[src/common/upb_pkg.sv]
// constants, types and helpers for the parity, break and ninth-bit serial block
// assumes one 25 MHz clock and a synchronous active-high reset in every user
// Function
// RULE1 - parity enable adds and checks parity bit
// RULE2 - selector 00 even, 01 odd
// RULE3 - selector 10 forces one, 11 forces zero
// RULE4 - break bit set sends logic zero
// RULE5 - finish buffered data, then low thirteen bits
// RULE6 - break bit clear means normal transmit line
// RULE7 - ninth received bit kept in status bit
// RULE8 - written ninth bit sent as ninth data
// RULE9 - word length picks eight or nine bits
// RULE10 - word length zero eight, one nine
// RULE11 - parity takes last data slot, not stored
// RULE12 - parity mismatch sets parity error flag
// RULE13 - unit disable clears break bit and flags
// RULE14 - even/odd make total ones count even/odd
// RULE15 - receiver checks all four parity types
package upb_pkg;
	localparam int unsigned CLK_HZ   = 25_000_000;            // system clock rate
	localparam int unsigned BAUD_DEF = 115_200;               // default line rate
	localparam int unsigned BIT_CLKS = CLK_HZ / BAUD_DEF;     // clocks per bit
	localparam logic [1:0]  PAR_EVEN  = 2'h0;                 // parity selector codes
	localparam logic [1:0]  PAR_ODD   = 2'h1;
	localparam logic [1:0]  PAR_MARK  = 2'h2;
	localparam logic [1:0]  PAR_SPACE = 2'h3;
	localparam logic [3:0]  SLOTS_8   = 4'h8;                 // data slots, short word
	localparam logic [3:0]  SLOTS_9   = 4'h9;                 // data slots, long word
	localparam logic [3:0]  BREAK_LEN = 4'hd;                 // least break, in bits
	localparam int unsigned NINTH_POS = 8;                    // ninth bit index
	localparam int unsigned BIT7_POS  = 7;                    // data bit seven index

	// transmit sequencer states
	typedef enum logic [2:0] {
		TX_IDLE  = 3'b000,
		TX_START = 3'b001,
		TX_DATA  = 3'b010,
		TX_STOP  = 3'b011,
		TX_BREAK = 3'b100
	} upb_tx_state_e;

	// receive sequencer states
	typedef enum logic [1:0] {
		RX_IDLE  = 2'b00,
		RX_START = 2'b01,
		RX_DATA  = 2'b10,
		RX_STOP  = 2'b11
	} upb_rx_state_e;

	// parity slot value from selector and odd-ones flag of payload
	function automatic logic upb_parity(input logic [1:0] sel, input logic ones_odd);
		case (sel)
			PAR_EVEN: upb_parity = ones_odd;      // total count even
			PAR_ODD:  upb_parity = ~ones_odd;     // total count odd
			PAR_MARK: upb_parity = 1'b1;          // forced one
			default:  upb_parity = 1'b0;          // forced zero
		endcase
	endfunction

	// mask of the low n bits of a nine-bit frame
	function automatic logic [8:0] upb_mask(input logic [3:0] n);
		upb_mask = 9'h000;
		for (int i = 0; i < 9; i++) begin
			if (4'(i) < n) begin
				upb_mask[i] = 1'b1;
			end
		end
	endfunction
endpackage

[src/verilog/upb_bit_tick.sv]
// bit-period enable divider, reloadable to align with a start edge
// assumes synchronous reset and one clock; tick is a one-cycle enable
`timescale 1ns/1ns
module upb_bit_tick #(
	parameter int unsigned DIV = upb_pkg::BIT_CLKS          // clocks per bit
) (
	input  wire logic        clk_i,      // system clock
	input  wire logic        reset_i,    // synchronous reset
	input  wire logic        run_i,      // counting allowed
	input  wire logic        load_i,     // reload the count
	input  wire logic [15:0] load_val_i, // value to reload
	output logic             tick_o      // one-cycle bit enable
);
	logic [15:0] count_q;                // cycles to next tick

	// down counter wrapping every DIV cycles
	always_ff @(posedge clk_i) begin
		if (reset_i || !run_i) begin
			count_q <= 16'h0000;
		end else if (load_i) begin
			count_q <= load_val_i;
		end else if (count_q == 16'h0000) begin
			count_q <= 16'(DIV - 1);
		end else begin
			count_q <= count_q - 16'h0001;
		end
	end

	assign tick_o = run_i && !load_i && (count_q == 16'h0000);
endmodule // upb_bit_tick

[src/verilog/upb_uart.sv]
// frame format core: parity, break, ninth bit, one-word transmit buffer
// assumes serial_rx_i already synchronous; control bits arrive as plain ports
`timescale 1ns/1ns
module upb_uart #(
	parameter int unsigned DIV = upb_pkg::BIT_CLKS           // clocks per bit
) (
	input  wire logic       clk_i,                 // system clock
	input  wire logic       reset_i,               // synchronous reset
	input  wire logic       serial_unit_enable_i,  // whole unit on
	input  wire logic       word_length_select_i,  // 0 eight, 1 nine slots
	input  wire logic       parity_enable_bit_i,   // parity slot in use
	input  wire logic [1:0] parity_type_select_i,  // even, odd, mark, space
	input  wire logic       break_wr_i,            // write strobe of break bit
	input  wire logic       break_wdata_i,         // value written to break bit
	output logic            break_send_bit_o,      // break bit readback
	input  wire logic       tx_valid_i,            // transmit word offered
	input  wire logic [7:0] tx_data_i,             // transmit data byte
	input  wire logic       transmit_ninth_bit_i,  // ninth bit, taken with word
	output logic            tx_ready_o,            // buffer can take a word
	output logic            tx_idle_o,             // nothing queued or sending
	output logic            serial_tx_o,           // transmit line
	input  wire logic       serial_rx_i,           // receive line
	output logic            rx_valid_o,            // one-cycle word pulse
	output logic [7:0]      rx_data_o,             // received data byte
	output logic            received_ninth_bit_o,  // ninth received bit
	output logic            parity_error_flag_o,   // sticky parity error
	input  wire logic       parity_error_flag_clear_i           // clears parity error
);
	upb_pkg::upb_tx_state_e tx_state_q;    // transmit sequencer
	upb_pkg::upb_rx_state_e rx_state_q;    // receive sequencer
	logic       brk_q;                     // break request bit
	logic [7:0] hold_data_q;               // buffered word
	logic       hold_ninth_q;              // buffered ninth bit
	logic       hold_vld_q;                // buffer full
	logic [8:0] tx_shift_q;                // frame being sent
	logic [3:0] tx_slots_q;                // slots of frame being sent
	logic [3:0] tx_idx_q;                  // next slot to drive
	logic [3:0] brk_cnt_q;                 // break bits elapsed, saturating
	logic       tx_q;                      // line register
	logic [8:0] rx_shift_q;                // captured slots
	logic [3:0] rx_idx_q;                  // next slot to sample
	logic [7:0] rx_data_q;                 // delivered byte
	logic       rx_ninth_q;                // delivered ninth bit
	logic       rx_vld_q;                  // delivery pulse
	logic       parity_error_flag_q;                    // parity error flag
	logic       tx_tick;                   // transmit bit enable
	logic       rx_tick;                   // receive sample enable
	logic       rx_load;                   // align receive ticks
	logic [3:0] slots;                     // slots of the selected format
	logic [8:0] tx_frame;                  // frame built from buffer
	logic       rx_done;                   // stop bit sampled
	logic       rx_par_exp;                // expected receive parity
	logic       rx_par_got;                // received parity slot
	logic       en;                        // unit enabled

	assign en    = serial_unit_enable_i;
	assign slots = word_length_select_i ? upb_pkg::SLOTS_9 : upb_pkg::SLOTS_8; // RULE9 RULE10

	// transmit bit timing, free running while enabled
	upb_bit_tick #(.DIV(DIV)) u_tx_tick (
		.clk_i      (clk_i),
		.reset_i    (reset_i),
		.run_i      (en),
		.load_i     (1'b0),
		.load_val_i (16'h0000),
		.tick_o     (tx_tick)
	);

	// receive timing, realigned half a bit after a start edge
	assign rx_load = (rx_state_q == upb_pkg::RX_IDLE) && !serial_rx_i;
	upb_bit_tick #(.DIV(DIV)) u_rx_tick (
		.clk_i      (clk_i),
		.reset_i    (reset_i),
		.run_i      (en),
		.load_i     (rx_load),
		.load_val_i (16'(DIV / 2)),
		.tick_o     (rx_tick)
	);

	// break bit, cleared whenever the unit is off
	always_ff @(posedge clk_i) begin
		if (reset_i || !en) begin
			brk_q <= 1'b0; // RULE13
		end else if (break_wr_i) begin
			brk_q <= break_wdata_i;
		end
	end

	// frame build: payload, ninth bit, parity in the last slot
	always_comb begin
		tx_frame = {hold_ninth_q, hold_data_q}; // RULE8
		if (parity_enable_bit_i) begin
			// parity replaces the last slot
			tx_frame[slots - 4'h1] = upb_pkg::upb_parity(parity_type_select_i,
				^(tx_frame & upb_pkg::upb_mask(slots - 4'h1))); // RULE1 RULE2 RULE3 RULE14
		end
	end

	// one-word transmit buffer
	always_ff @(posedge clk_i) begin
		if (reset_i || !en) begin
			hold_vld_q   <= 1'b0;
			hold_data_q  <= 8'h00;
			hold_ninth_q <= 1'b0;
		end else if (tx_valid_i && tx_ready_o) begin
			hold_vld_q   <= 1'b1;
			hold_data_q  <= tx_data_i;
			hold_ninth_q <= transmit_ninth_bit_i; // RULE8
		end else if (tx_tick && tx_state_q == upb_pkg::TX_IDLE) begin
			hold_vld_q   <= 1'b0; // word moves to the shifter
		end
	end

	// transmit sequencer, all moves on the bit enable
	always_ff @(posedge clk_i) begin
		if (reset_i || !en) begin
			tx_state_q <= upb_pkg::TX_IDLE;
			tx_q       <= 1'b1;
			tx_shift_q <= 9'h000;
			tx_slots_q <= upb_pkg::SLOTS_8;
			tx_idx_q   <= 4'h0;
			brk_cnt_q  <= 4'h0;
		end else if (tx_tick) begin
			case (tx_state_q)
				upb_pkg::TX_IDLE: begin
					if (hold_vld_q) begin
						// buffered data goes out before any break
						tx_shift_q <= tx_frame; // RULE5
						tx_slots_q <= slots;
						tx_q       <= 1'b0;
						tx_state_q <= upb_pkg::TX_START;
					end else if (brk_q) begin
						tx_q       <= 1'b0; // RULE4
						brk_cnt_q  <= 4'h1;
						tx_state_q <= upb_pkg::TX_BREAK;
					end else begin
						tx_q <= 1'b1; // RULE6
					end
				end
				upb_pkg::TX_START: begin
					tx_q       <= tx_shift_q[0];
					tx_idx_q   <= 4'h1;
					tx_state_q <= upb_pkg::TX_DATA;
				end
				upb_pkg::TX_DATA: begin
					if (tx_idx_q == tx_slots_q) begin
						tx_q       <= 1'b1;
						tx_state_q <= upb_pkg::TX_STOP;
					end else begin
						tx_q     <= tx_shift_q[tx_idx_q];
						tx_idx_q <= tx_idx_q + 4'h1;
					end
				end
				upb_pkg::TX_STOP: begin
					tx_state_q <= upb_pkg::TX_IDLE;
				end
				upb_pkg::TX_BREAK: begin
					if (brk_cnt_q < upb_pkg::BREAK_LEN) begin
						brk_cnt_q <= brk_cnt_q + 4'h1; // RULE5
					end else if (!brk_q) begin
						tx_q       <= 1'b1;
						tx_state_q <= upb_pkg::TX_IDLE;
					end
				end
				default: begin
					tx_state_q <= upb_pkg::TX_IDLE;
				end
			endcase
		end
	end

	assign serial_tx_o      = tx_q;
	assign break_send_bit_o = brk_q;
	assign tx_ready_o       = en && !hold_vld_q;
	assign tx_idle_o        = (tx_state_q == upb_pkg::TX_IDLE) && !hold_vld_q && !brk_q;

	// receive sequencer: start check, slot sampling, stop
	always_ff @(posedge clk_i) begin
		if (reset_i || !en) begin
			rx_state_q <= upb_pkg::RX_IDLE;
			rx_shift_q <= 9'h000;
			rx_idx_q   <= 4'h0;
		end else begin
			case (rx_state_q)
				upb_pkg::RX_IDLE: begin
					if (!serial_rx_i) begin
						rx_state_q <= upb_pkg::RX_START;
					end
				end
				upb_pkg::RX_START: begin
					if (rx_tick) begin
						rx_idx_q   <= 4'h0;
						rx_state_q <= serial_rx_i ? upb_pkg::RX_IDLE : upb_pkg::RX_DATA;
					end
				end
				upb_pkg::RX_DATA: begin
					if (rx_tick) begin
						rx_shift_q[rx_idx_q] <= serial_rx_i;
						rx_idx_q             <= rx_idx_q + 4'h1;
						if (rx_idx_q == slots - 4'h1) begin
							rx_state_q <= upb_pkg::RX_STOP;
						end
					end
				end
				upb_pkg::RX_STOP: begin
					if (rx_tick) begin
						rx_state_q <= upb_pkg::RX_IDLE;
					end
				end
				default: begin
					rx_state_q <= upb_pkg::RX_IDLE;
				end
			endcase
		end
	end

	assign rx_done    = (rx_state_q == upb_pkg::RX_STOP) && rx_tick;
	assign rx_par_got = rx_shift_q[slots - 4'h1];
	assign rx_par_exp = upb_pkg::upb_parity(parity_type_select_i,
		^(rx_shift_q & upb_pkg::upb_mask(slots - 4'h1))); // RULE15

	// delivery of byte and ninth bit; parity slot never stored
	always_ff @(posedge clk_i) begin
		if (reset_i || !en) begin
			rx_vld_q   <= 1'b0;
			rx_data_q  <= 8'h00;
			rx_ninth_q <= 1'b0;
		end else begin
			rx_vld_q <= rx_done;
			if (rx_done) begin
				rx_data_q <= rx_shift_q[7:0];
				if (parity_enable_bit_i && !word_length_select_i) begin
					rx_data_q[upb_pkg::BIT7_POS] <= 1'b0; // RULE11
				end
				if (word_length_select_i && !parity_enable_bit_i) begin
					rx_ninth_q <= rx_shift_q[upb_pkg::NINTH_POS]; // RULE7 RULE9
				end
			end
		end
	end

	// sticky parity error, set wins over clear
	always_ff @(posedge clk_i) begin
		if (reset_i || !en) begin
			parity_error_flag_q <= 1'b0; // RULE13
		end else if (rx_done && parity_enable_bit_i && rx_par_got != rx_par_exp) begin
			parity_error_flag_q <= 1'b1; // RULE12
		end else if (parity_error_flag_clear_i) begin
			parity_error_flag_q <= 1'b0;
		end
	end

	assign rx_valid_o           = rx_vld_q;
	assign rx_data_o            = rx_data_q;
	assign received_ninth_bit_o = rx_ninth_q;
	assign parity_error_flag_o  = parity_error_flag_q;
endmodule // upb_uart

[config.mk]
export PLATFORM = sky130hd
export DESIGN_NAME = upb_uart
export DESIGN_NICKNAME = d
export VERILOG_FILES = /design/src/common/upb_pkg.sv /design/src/verilog/upb_bit_tick.sv /design/src/verilog/upb_uart.sv
export SDC_FILE = /design/constraint.sdc
export NUM_CORES = 1
export LEC_CHECK = 0
export BUFFER_PORTS_ARGS = -buffer_cell sky130_fd_sc_hd__buf_2
export CAP_MARGIN = 0
export CORE_MARGIN = 4
export CORE_UTILIZATION = 60
export CTS_CLUSTER_SIZE = 40
export DETAILED_ROUTE_END_ITERATION = 16
export PLACE_DENSITY = 0.84
export SLEW_MARGIN = 40
export SYNTH_ARGS = -nofsm -noshare
export SYNTH_HDL_FRONTEND = slang
export SYNTH_SLANG_ARGS = --single-unit
export TNS_END_PERCENT = 5
[constraint.sdc]
create_clock -name clk_i -period 2.89 [get_ports clk_i]
set_input_delay 0.1445 -clock clk_i [delete_from_list [all_inputs] [get_ports clk_i]]
set_output_delay 0.1445 -clock clk_i [all_outputs]
set_load 0.01 [all_outputs]
; Word-level counts from Yosys, hierarchy flattened
; Cells that the tools add are included.
[word_totals]
reg_bits = 94
input_bits = 21
output_inout_bits = 15
elab_cells = 189
[op_classes]
add_sub_neg = 6
order_cmp = 15
n_eq_ne = 24
muxes = 69
n_bitwise = 4
n_reduce_logical = 49
[op_table]
columns = operator, count
row1 = $mux 1, 34
row2 = $logic_not 16->1, 2
row3 = $sub 16x1->16 const B, 2
row4 = $mux 4, 6
row5 = $ne 2x2->1 const B, 12
row6 = $pmux 4 s2, 3
row7 = $and 9x9->9, 2
row8 = $bwmux 9, 2
row9 = $reduce_xor 9->1, 2
row10 = $logic_and 1x1->1, 16
row11 = $lt 3x4->1 const A, 4
row12 = $mux 8, 2
row13 = $lt 4x5->1 const B, 3
row14 = $mux 3, 5
row15 = $reduce_and 5->1, 3
row16 = $add 4x1->4 const B, 3
row17 = $mux 2, 6
row18 = $pmux 3 s4, 1
row19 = $reduce_bool 2->1, 5
row20 = $mux 9, 1
row21 = $reduce_and 3->1, 3
row22 = $bmux 1 s4, 2
row23 = $demux 1 s4, 2
row24 = $eq 4x4->1, 2
row25 = 27 further kinds, 44

; Logic depth before layout (Yosys ltp)
; Gate-level depths: netlist of the first run.
[logic_depth]
ltp_word = 12
ltp_mapped = 8
ltp_nobuf = 8

; Hierarchy
; Synthesis of the first run repeated with hierarchy kept, for this count alone.
[hier_totals]
hier_cells = 568
hier_area_um2 = 4660.7
[by_module_without_submodules]
columns = mod, n_inst, cells_each, area_each_um2, seq_area_each_um2
row1 = upb_uart, 1, 374, 2964.1, 1181.1
row2 = upb_bit_tick, 2, 97, 848.3, 320.3

; Least setup slack after synthesis of the first run
; OpenSTA, ideal clock, no wires.
[synth_timing]
kind = reg-to-reg
startpoint = register u_rx_tick.count_q[9]
endpoint = register rx_shift_q[5]
setup_ns = 0.128
arrival_ns = 1.964
required_ns = 2.762
slack_ns = 0.798
stages_incl_launch_ff = 7
n_path_buf = 0
period_less_slack_ns = 2.092
cell_sequence = dfxtp_1 or4_4 nor4_4 nand4b_2 nor3b_1 mux2i_1 nor2_1
[synth_via]
elab_chain_cells = 3
[synth_lines]
columns = item, line
row1 = start: declaration, upb_bit_tick.sv:14  ; logic [15:0] count_q;
row2 = start signal: assignment, upb_bit_tick.sv:21  ; count_q <= load_val_i;
row3 = start signal: assignment, upb_bit_tick.sv:23  ; count_q <= 16'(DIV - 1);
row4 = start signal: assignment, upb_bit_tick.sv:25  ; count_q <= count_q - 16'h0001;
row5 = $logic_not 16->1, upb_bit_tick.sv:29  ; assign tick_o = run_i && !load_i && (count_q == 16'h0000);
row6 = $logic_and 1x1->1, upb_bit_tick.sv:29
row7 = $reduce_and 2->1 (no line), -
row8 = end signal: indexed assignment, upb_uart.sv:198  ; rx_shift_q[rx_idx_q] <= serial_rx_i;
row9 = end: declaration, upb_uart.sv:40  ; logic [8:0] rx_shift_q;
; No other way between the ends.
; A chain may end at the register's enable or synchronous reset.

; Worst setup path in the final report of the first run
[layout_timing]
startpoint = register u_rx_tick.count_q[9]
endpoint = register u_rx_tick.count_q[12]
[layout_via]
elab_chain_cells = 2
word_cells_on_any_way = 3
classes_between = add/sub: 1 / reduce/logical: 2
[layout_lines]
columns = item
row1 = "parallel branches: the longest is 2 deep, another holds $sub 16x1->16"
; Parallel ways; which one is timed is not known.

==> metrics.yaml, run 1 <==
timing.max_cap.violations: 0
setup_viol: 0
numClockSinks: 91
critPathBufInv: 0
die_x_um: 93.9
final_nets: 594
drt_iter0_markers: 235
avgSynthCellArea_sq_um: 8.19
cp_common_cell: "nand3_1"
yosysWarningCount: 0
timing.setup.tns_ps: 0
grt_pass1_wl_mm: 16.5
rsz0062_at_grt: "false"
detailedPlace.worstSlack_ps: 571
total_power_mw: 3.49
core-area_sq_mm: 0.00721
cp_slowest_cell: "or4_4"
port_buffers: 35
htree_levels: 3
cp_max_fo: 10
yosysSeqAreaShare: 0.412
mostFrequentLayoutCell: "dfxtp_1"
initial_utilization: 0.613
layout_common_cells: "91 x dfxtp_1, 84 x nand2_1, 56 x a21oi_1"
tightest_slew_ps: 717
clock_power_share: 0.232
syn_area_sq_mm: 0.00442
synth_cell_types: 53
min_path_type: "in2reg"
synth_nets: 571
switching_power_mw: 1.27
grt-ovfl-total: 0
grt_pass1_vias: 3686
dr.pass1.iters: 4
track_usage: 0.228
required_ps: 3130
nFillCells: 598
p_int_mw: 2.22
drive_gt1_frac: 0.120
wl_mm: 9.65
diodes: 0
numCtsBuffers: 9
timing.final.crit_share: 0.812
p_seq_frac: 0.430
drc: 0
setup_ws_ps: 543
path_clk_slew_ps: 90
ys.flop_type: "dfxtp_1"
routed_via_density: 5.70
clk_root_buffer_cell: "clkbuf_8"
ys_async_sr_fraction: 0
fin_skew_ps: 10.1
timing_worst_setup_path_type: "reg2reg"
routedWlPerCell_um: 14.5
cts_tree: "done"
regToRegSetupSlack_ps: 540
peakVddDrop_mv: 0.525
cp-start-kind: "register"
io_pins: 36
cts_max_path_buffers: 2
min_period_ps: 2350
hpwl_mm: 6.77
ant_nets: 0
p_leak_nw: 1.79
crit_chain: "or4_4 > nor3_1 > nand3_1 > nand3_1 > nor2_1"
grt_max_degree: 41
cts_resized: 0
dpl.cell_count: 650
num_vias: 3804
pwr-share-comb: 0.338
cp_slowest_stage_delay_ps: 580
p_per_area_mw_per_mm2: 720
dieHeight_um: 93.9
critPathCaptureType: "register"
drv_slew: 0
p_sw_frac: 0.364
final_util: 0.672
critical_path_arrival_ps: 2580
synth_enable_flop_cells: 0
antenna_found_initial: 0
max_freq_ghz: 0.426
syn_to_final_growth_pct: 9.59
cp_top_family: "simple AND/OR/NAND/NOR gates"
clock_latency_ps: 360
slew_headroom: 0.521
gp_congestion: 0.902
layoutNonFillerInstCount: 667
die_area_sq_mm: 0.00881
outcome: "finished clean"
std_cell_rows: 31
ys_ff_latch: 91
syn_inst: 540
finalHoldViolations: 0
[worst paths after layout]
path	from	end	cells past startpoint
hold / removal	tx_data_i[6]	hold_data_q[6]	3
hold reg to reg	u_tx_tick.count_q[0]	u_tx_tick.count_q[0]	1
setup reg to reg	u_rx_tick.count_q[9]	u_rx_tick.count_q[12]	5
setup / recovery	u_rx_tick.count_q[9]	u_rx_tick.count_q[12]	5
[cell usage after synthesis (3+ instances only)]
cell type	n	area share
nand4_1	8	0.011
dfxtp_1	91	0.41
ha_1	10	0.028
nor3_1	17	0.019
o21ai_0	19	0.021
nand2b_1	5	0.0071
or4_1	5	0.0085
a311oi_1	3	0.0059
xnor2_1	23	0.046
and3_1	3	0.0042
inv_1	16	0.014
mux2i_1	15	0.034
nand3_1	22	0.025
xor2_1	12	0.024
nor3b_1	6	0.010
a21oi_1	56	0.063
o31ai_1	5	0.0085
a31oi_1	5	0.0071
nor4_1	5	0.0071
nand3b_1	4	0.0068
or3_1	6	0.0085
nand2_1	84	0.071
nor2b_1	4	0.0057
clkbuf_1	23	0.020
nor2_1	54	0.046
[worst register-to-register path, stage by stage, from the launching register on]
cell	delay [ps]
dfxtp_1	340
or4_4	580
nor3_1	400
nand3_1	370
nand3_1	420
nor2_1	110
[metal layers]
metal,vias up,track usage,share of wire
li1,1921,-,-
met1,1801,0.289,0.46
met2,74,0.396,0.49
met3,8,0.0425,0.042
met4,0,0.0638,0.0084
met5,-,0,0
[state kept, by name, indices dropped and copies added, names as in the netlist, 3 cells and up, named ones only]
signal	count
hold_data_q	8
rx_shift_q	9
u_rx_tick.count_q	16
u_tx_tick.count_q	16
tx_state_q	3
tx_idx_q	4
rx_data_o	8
rx_idx_q	4
tx_shift_q	9
brk_cnt_q	4
[what timing repair did]
| action | CTS | global route |
|---|---|---|
| endpoints found under the setup margin | 0 | 0 |
| hold endpoints to repair | 2 | 0 |
| hold buffers | 1 | 0 |
| setup buffers | 0 | 0 |
[kinds of logic (layout without fill, tap and decap cells)]
kind of cell | after synthesis | count (layout) | share of synthesized area
flip-flops | 91 | 91 | 0.412
buffers and inverters | 43 | 71 | 0.0371
adder cells (fa/ha/maj) | 10 | 10 | 0.0283
XOR/XNOR | 37 | 37 | 0.0795
AO/OA/AOI/OAI | 99 | 99 | 0.127
AND/OR/NAND/NOR | 244 | 244 | 0.280
multiplexers | 16 | 16 | 0.0365
[area by class of cell]
| class | count | area [sq um] | area share |
|---|---|---|---|
| multi-input combinational | 406 | 2440 | 0.504 |
| sequential | 91 | 1820 | 0.376 |
| timing repair buffer | 39 | 208 | 0.0428 |
| clock buffer | 11 | 151 | 0.0312 |
| tap | 99 | 124 | 0.0256 |
| inverter | 16 | 60.1 | 0.0124 |
| clock inverter | 5 | 37.5 | 0.00774 |
[through the flow]
step                      area, sq um  hold slack, ps
after floorplan                  4420             214
after global placement           4640             344
after detailed placement         4640             348
after CTS                        4840            8.83
after global routing             4850            20.8
final                            4850            16.1
[power by group through the flow]
stage	sequential (mW)	clock, mW	combinational, mW
final	1.50	0.810	1.18
after global routing	1.52	0.878	1.32
after CTS	1.50	0.819	1.17
after detailed placement	1.52	0	1.16
after global placement	1.52	0	1.10
after floorplan	1.50	0	0.950
(Power assumes the default switching activity.)
==> run 2, diff against run 1 <==
Settings changed: CORE_UTILIZATION 60 to 54, PLACE_DENSITY 0.84 to 0.8.
Clock period 2.89 ns to 2.06 ns, I/O delays scaled along.
==> run 2 against run 1 <==
The run now ends with setup timing left. Sequential power grew 41%. Register-to-register slack lost 590 ps. Cell count grew 8.1%. Clock power grew 53%. Global-route usage shrank 0.95 points. Critical path depth grew 2. Sequential share of layout area shrank 3.7 points. Count of clock-buffer cells in the layout shrank 1. Critical path type unchanged.
==> metrics.yaml, run 2 (same netlist as run 1, synthesis figures left out) <==
initial_utilization: 0.564  # -0.0495
die_x_um: 98.5  # +4.9%
slew_headroom: 0.636  # +0.114
rsz0062_at_grt: "true"
p_int_mw: 3.56  # +60%
final_util: 0.686  # +0.0139
multiInputGateArea_sq_mm: 0.00253  # +3.4%
critical_path_arrival_ps: 2340  # -240 ps
routedWlPerCell_um: 14.7  # +2.0%
io_pins: 36  # unchanged
required_ps: 2300  # -830 ps
r2r_end: "rx_shift_q[8]"
timing.max_cap.violations: 0  # unchanged
ant_nets: 0  # unchanged
holdWs_ps: 1.65  # -14.5 ps
p_seq_frac: 0.383  # -0.047
dpl.cell_count: 695  # +6.9%
cp_slowest_stage_delay_ps: 580  # about the same
die_area_sq_mm: 0.00970  # +10%
std_cell_rows: 32  # +3.2%
core-area_sq_mm: 0.00785  # +8.8%
grt_max_degree: 32  # -22%
drt_iter0_markers: 199  # -15%
syn_to_final_growth_pct: 21.7
critPathCaptureType: "register"
violations: "setup timing"
gp_congestion: 0.841  # -6.8%
p_leak_nw: 2.07  # +16%
port_buffers: 35  # unchanged
mostFrequentLayoutCell: "dfxtp_1"
nFillCells: 599  # +0.17%
num_vias: 4150  # +9.1%
rr_worst_depth: 7  # +2
critPathBufInv: 1  # +1
path_clk_slew_ps: 90  # about the same
timing_worst_setup_path_type: "reg2reg"
regArea_sq_mm: 0.00182  # about the same
track_usage: 0.219  # -0.00953
crit_chain: "or4_4 > nor4_4 > buf_6 > nand2_2 > nor3_2 > mux2i_1 > nor2_1"
finalHoldViolations: 0  # unchanged
total_power_mw: 5.50  # +58%
cts_tree: "done"
tightest_slew_ps: 546  # -171 ps
clock_power_share: 0.225  # -0.007
reg2reg_from: "u_rx_tick.count_q[9]"
p_per_area_mw_per_mm2: 1020  # +42%
dieHeight_um: 98.5  # +4.9%
pwr-share-comb: 0.392  # +0.054
placed_area_sq_mm: 0.00497  # +7.1%
drv_slew: 0  # unchanged
drive_gt1_frac: 0.197  # +0.0774
endpoint: "rx_shift_q[8]"
clk_root_buffer_cell: "clkbuf_8"
dr.pass1.iters: 5  # +1
grt_pass1_wl_mm: 18.0  # +9.0%
cp_top_family: "simple AND/OR/NAND/NOR gates"
hpwl_mm: 7.19  # +6.2%
outcome: "finished with violations"
p_sw_frac: 0.353  # -0.0105
grt-ovfl-total: 0  # unchanged
setup_ws_ps: -47.1  # -590 ps
timing.setup.tns_ps: -101  # -101 ps
layout_common_cells: "90 x dfxtp_1, 83 x nand2_1, 56 x a21oi_1"
cp_slowest_cell: "or4_4"
layoutNonFillerInstCount: 721  # +8.1%
cp_max_fo: 6  # -4
final_area_sq_mm: 0.00538  # +11%
fin_skew_ps: 10.7  # +0.558 ps
peakVddDrop_mv: 0.570  # +8.5%
wl_mm: 10.6  # +10%
numClockSinks: 91  # unchanged
antenna_found_initial: 1  # +1
cp_num_cells: 7  # +2
switching_power_mw: 1.94  # +53%
setup_viol: 5  # +5
numCtsBuffers: 9  # unchanged
max_freq_ghz: 0.475  # +11%
largest_registers: "u_rx_tick.count_q x16, u_tx_tick.count_q x16"
diodes: 0  # unchanged
clock_latency_ps: 360  # about the same
cp-start-kind: "register"
routed_via_density: 5.76  # +0.92%
cts_max_path_buffers: 2  # unchanged
cts_setup_buffers: 0  # unchanged
regToRegSetupSlack_ps: -50  # -590 ps
grt_pass1_vias: 3932  # +6.7%
timing.final.crit_share: 1.02  # +0.211
min_period_ps: 2110  # -240 ps
crit_start: "u_rx_tick.count_q[9]"
detailedPlace.worstSlack_ps: -70.6  # -641 ps
final_nets: 645  # +8.6%
htree_levels: 3  # unchanged
min_path_type: "in2reg"
drc: 0  # unchanged
[run 2: tightest hold or removal path: stages]
cell and delay [ps]:
buf_2 80, mux2i_1 60, nor2_1 70
[run 2: repair_timing]
item / in CTS / in global routing
setup endpoints to repair: 22 / 30
hold buffers: 10 / 0
hold endpoints to repair: 11 / 0
cloned: 0 / 0
pin swaps: 3 / 3
resized for setup: 9 / 12
[run 2: cell type report]
class | count | share of cell area
well taps | 102 | 0.0237
repair buffers | 90 | 0.119
clock buffers | 10 | 0.0256
clock inverters | 6 | 0.0121
multi-input cells | 406 | 0.470
inverters | 16 | 0.0112
flip-flops and latches | 91 | 0.339
[run 2: how the worst min path moves through the flow]
| stage | from | endpoint | slack [ps] | cells past startpoint |
|---|---|---|---|---|
| 3_3_place_gp | reset_i | rx_data_o[7] | 300 | 2 |
| 5_1_grt | parity_error_flag_clear_i | parity_error_flag_o | 3 | 3 |
| 6_report | break_wr_i | break_send_bit_o | 2 | 3 |
| 3_5_place_dp | reset_i | rx_data_o[7] | 310 | 2 |
| 2_1_floorplan | reset_i | rx_data_o[7] | 170 | 1 |
| 4_1_cts | break_wr_i | break_send_bit_o | 0.6 | 3 |
[run 2: metal layers]
metal  track usage  part of all wire  up-vias
met5             0            0.0012        -
met4        0.0725             0.015        2
met3        0.0347             0.044       17
met2         0.376              0.50      107
met1         0.281              0.44     1988
li1              -                 -     2036
[run 2: power by group through the flow]
stage                     Combinational, mW  Sequential, mW  Clock (mW)
after floorplan                        1.33            2.10           0
after global placement                 1.86            2.10           0
after detailed placement               1.91            2.11           0
after CTS                              2.08            2.10        1.25
after global routing                   2.37            2.13        1.32
final                                  2.16            2.11        1.24
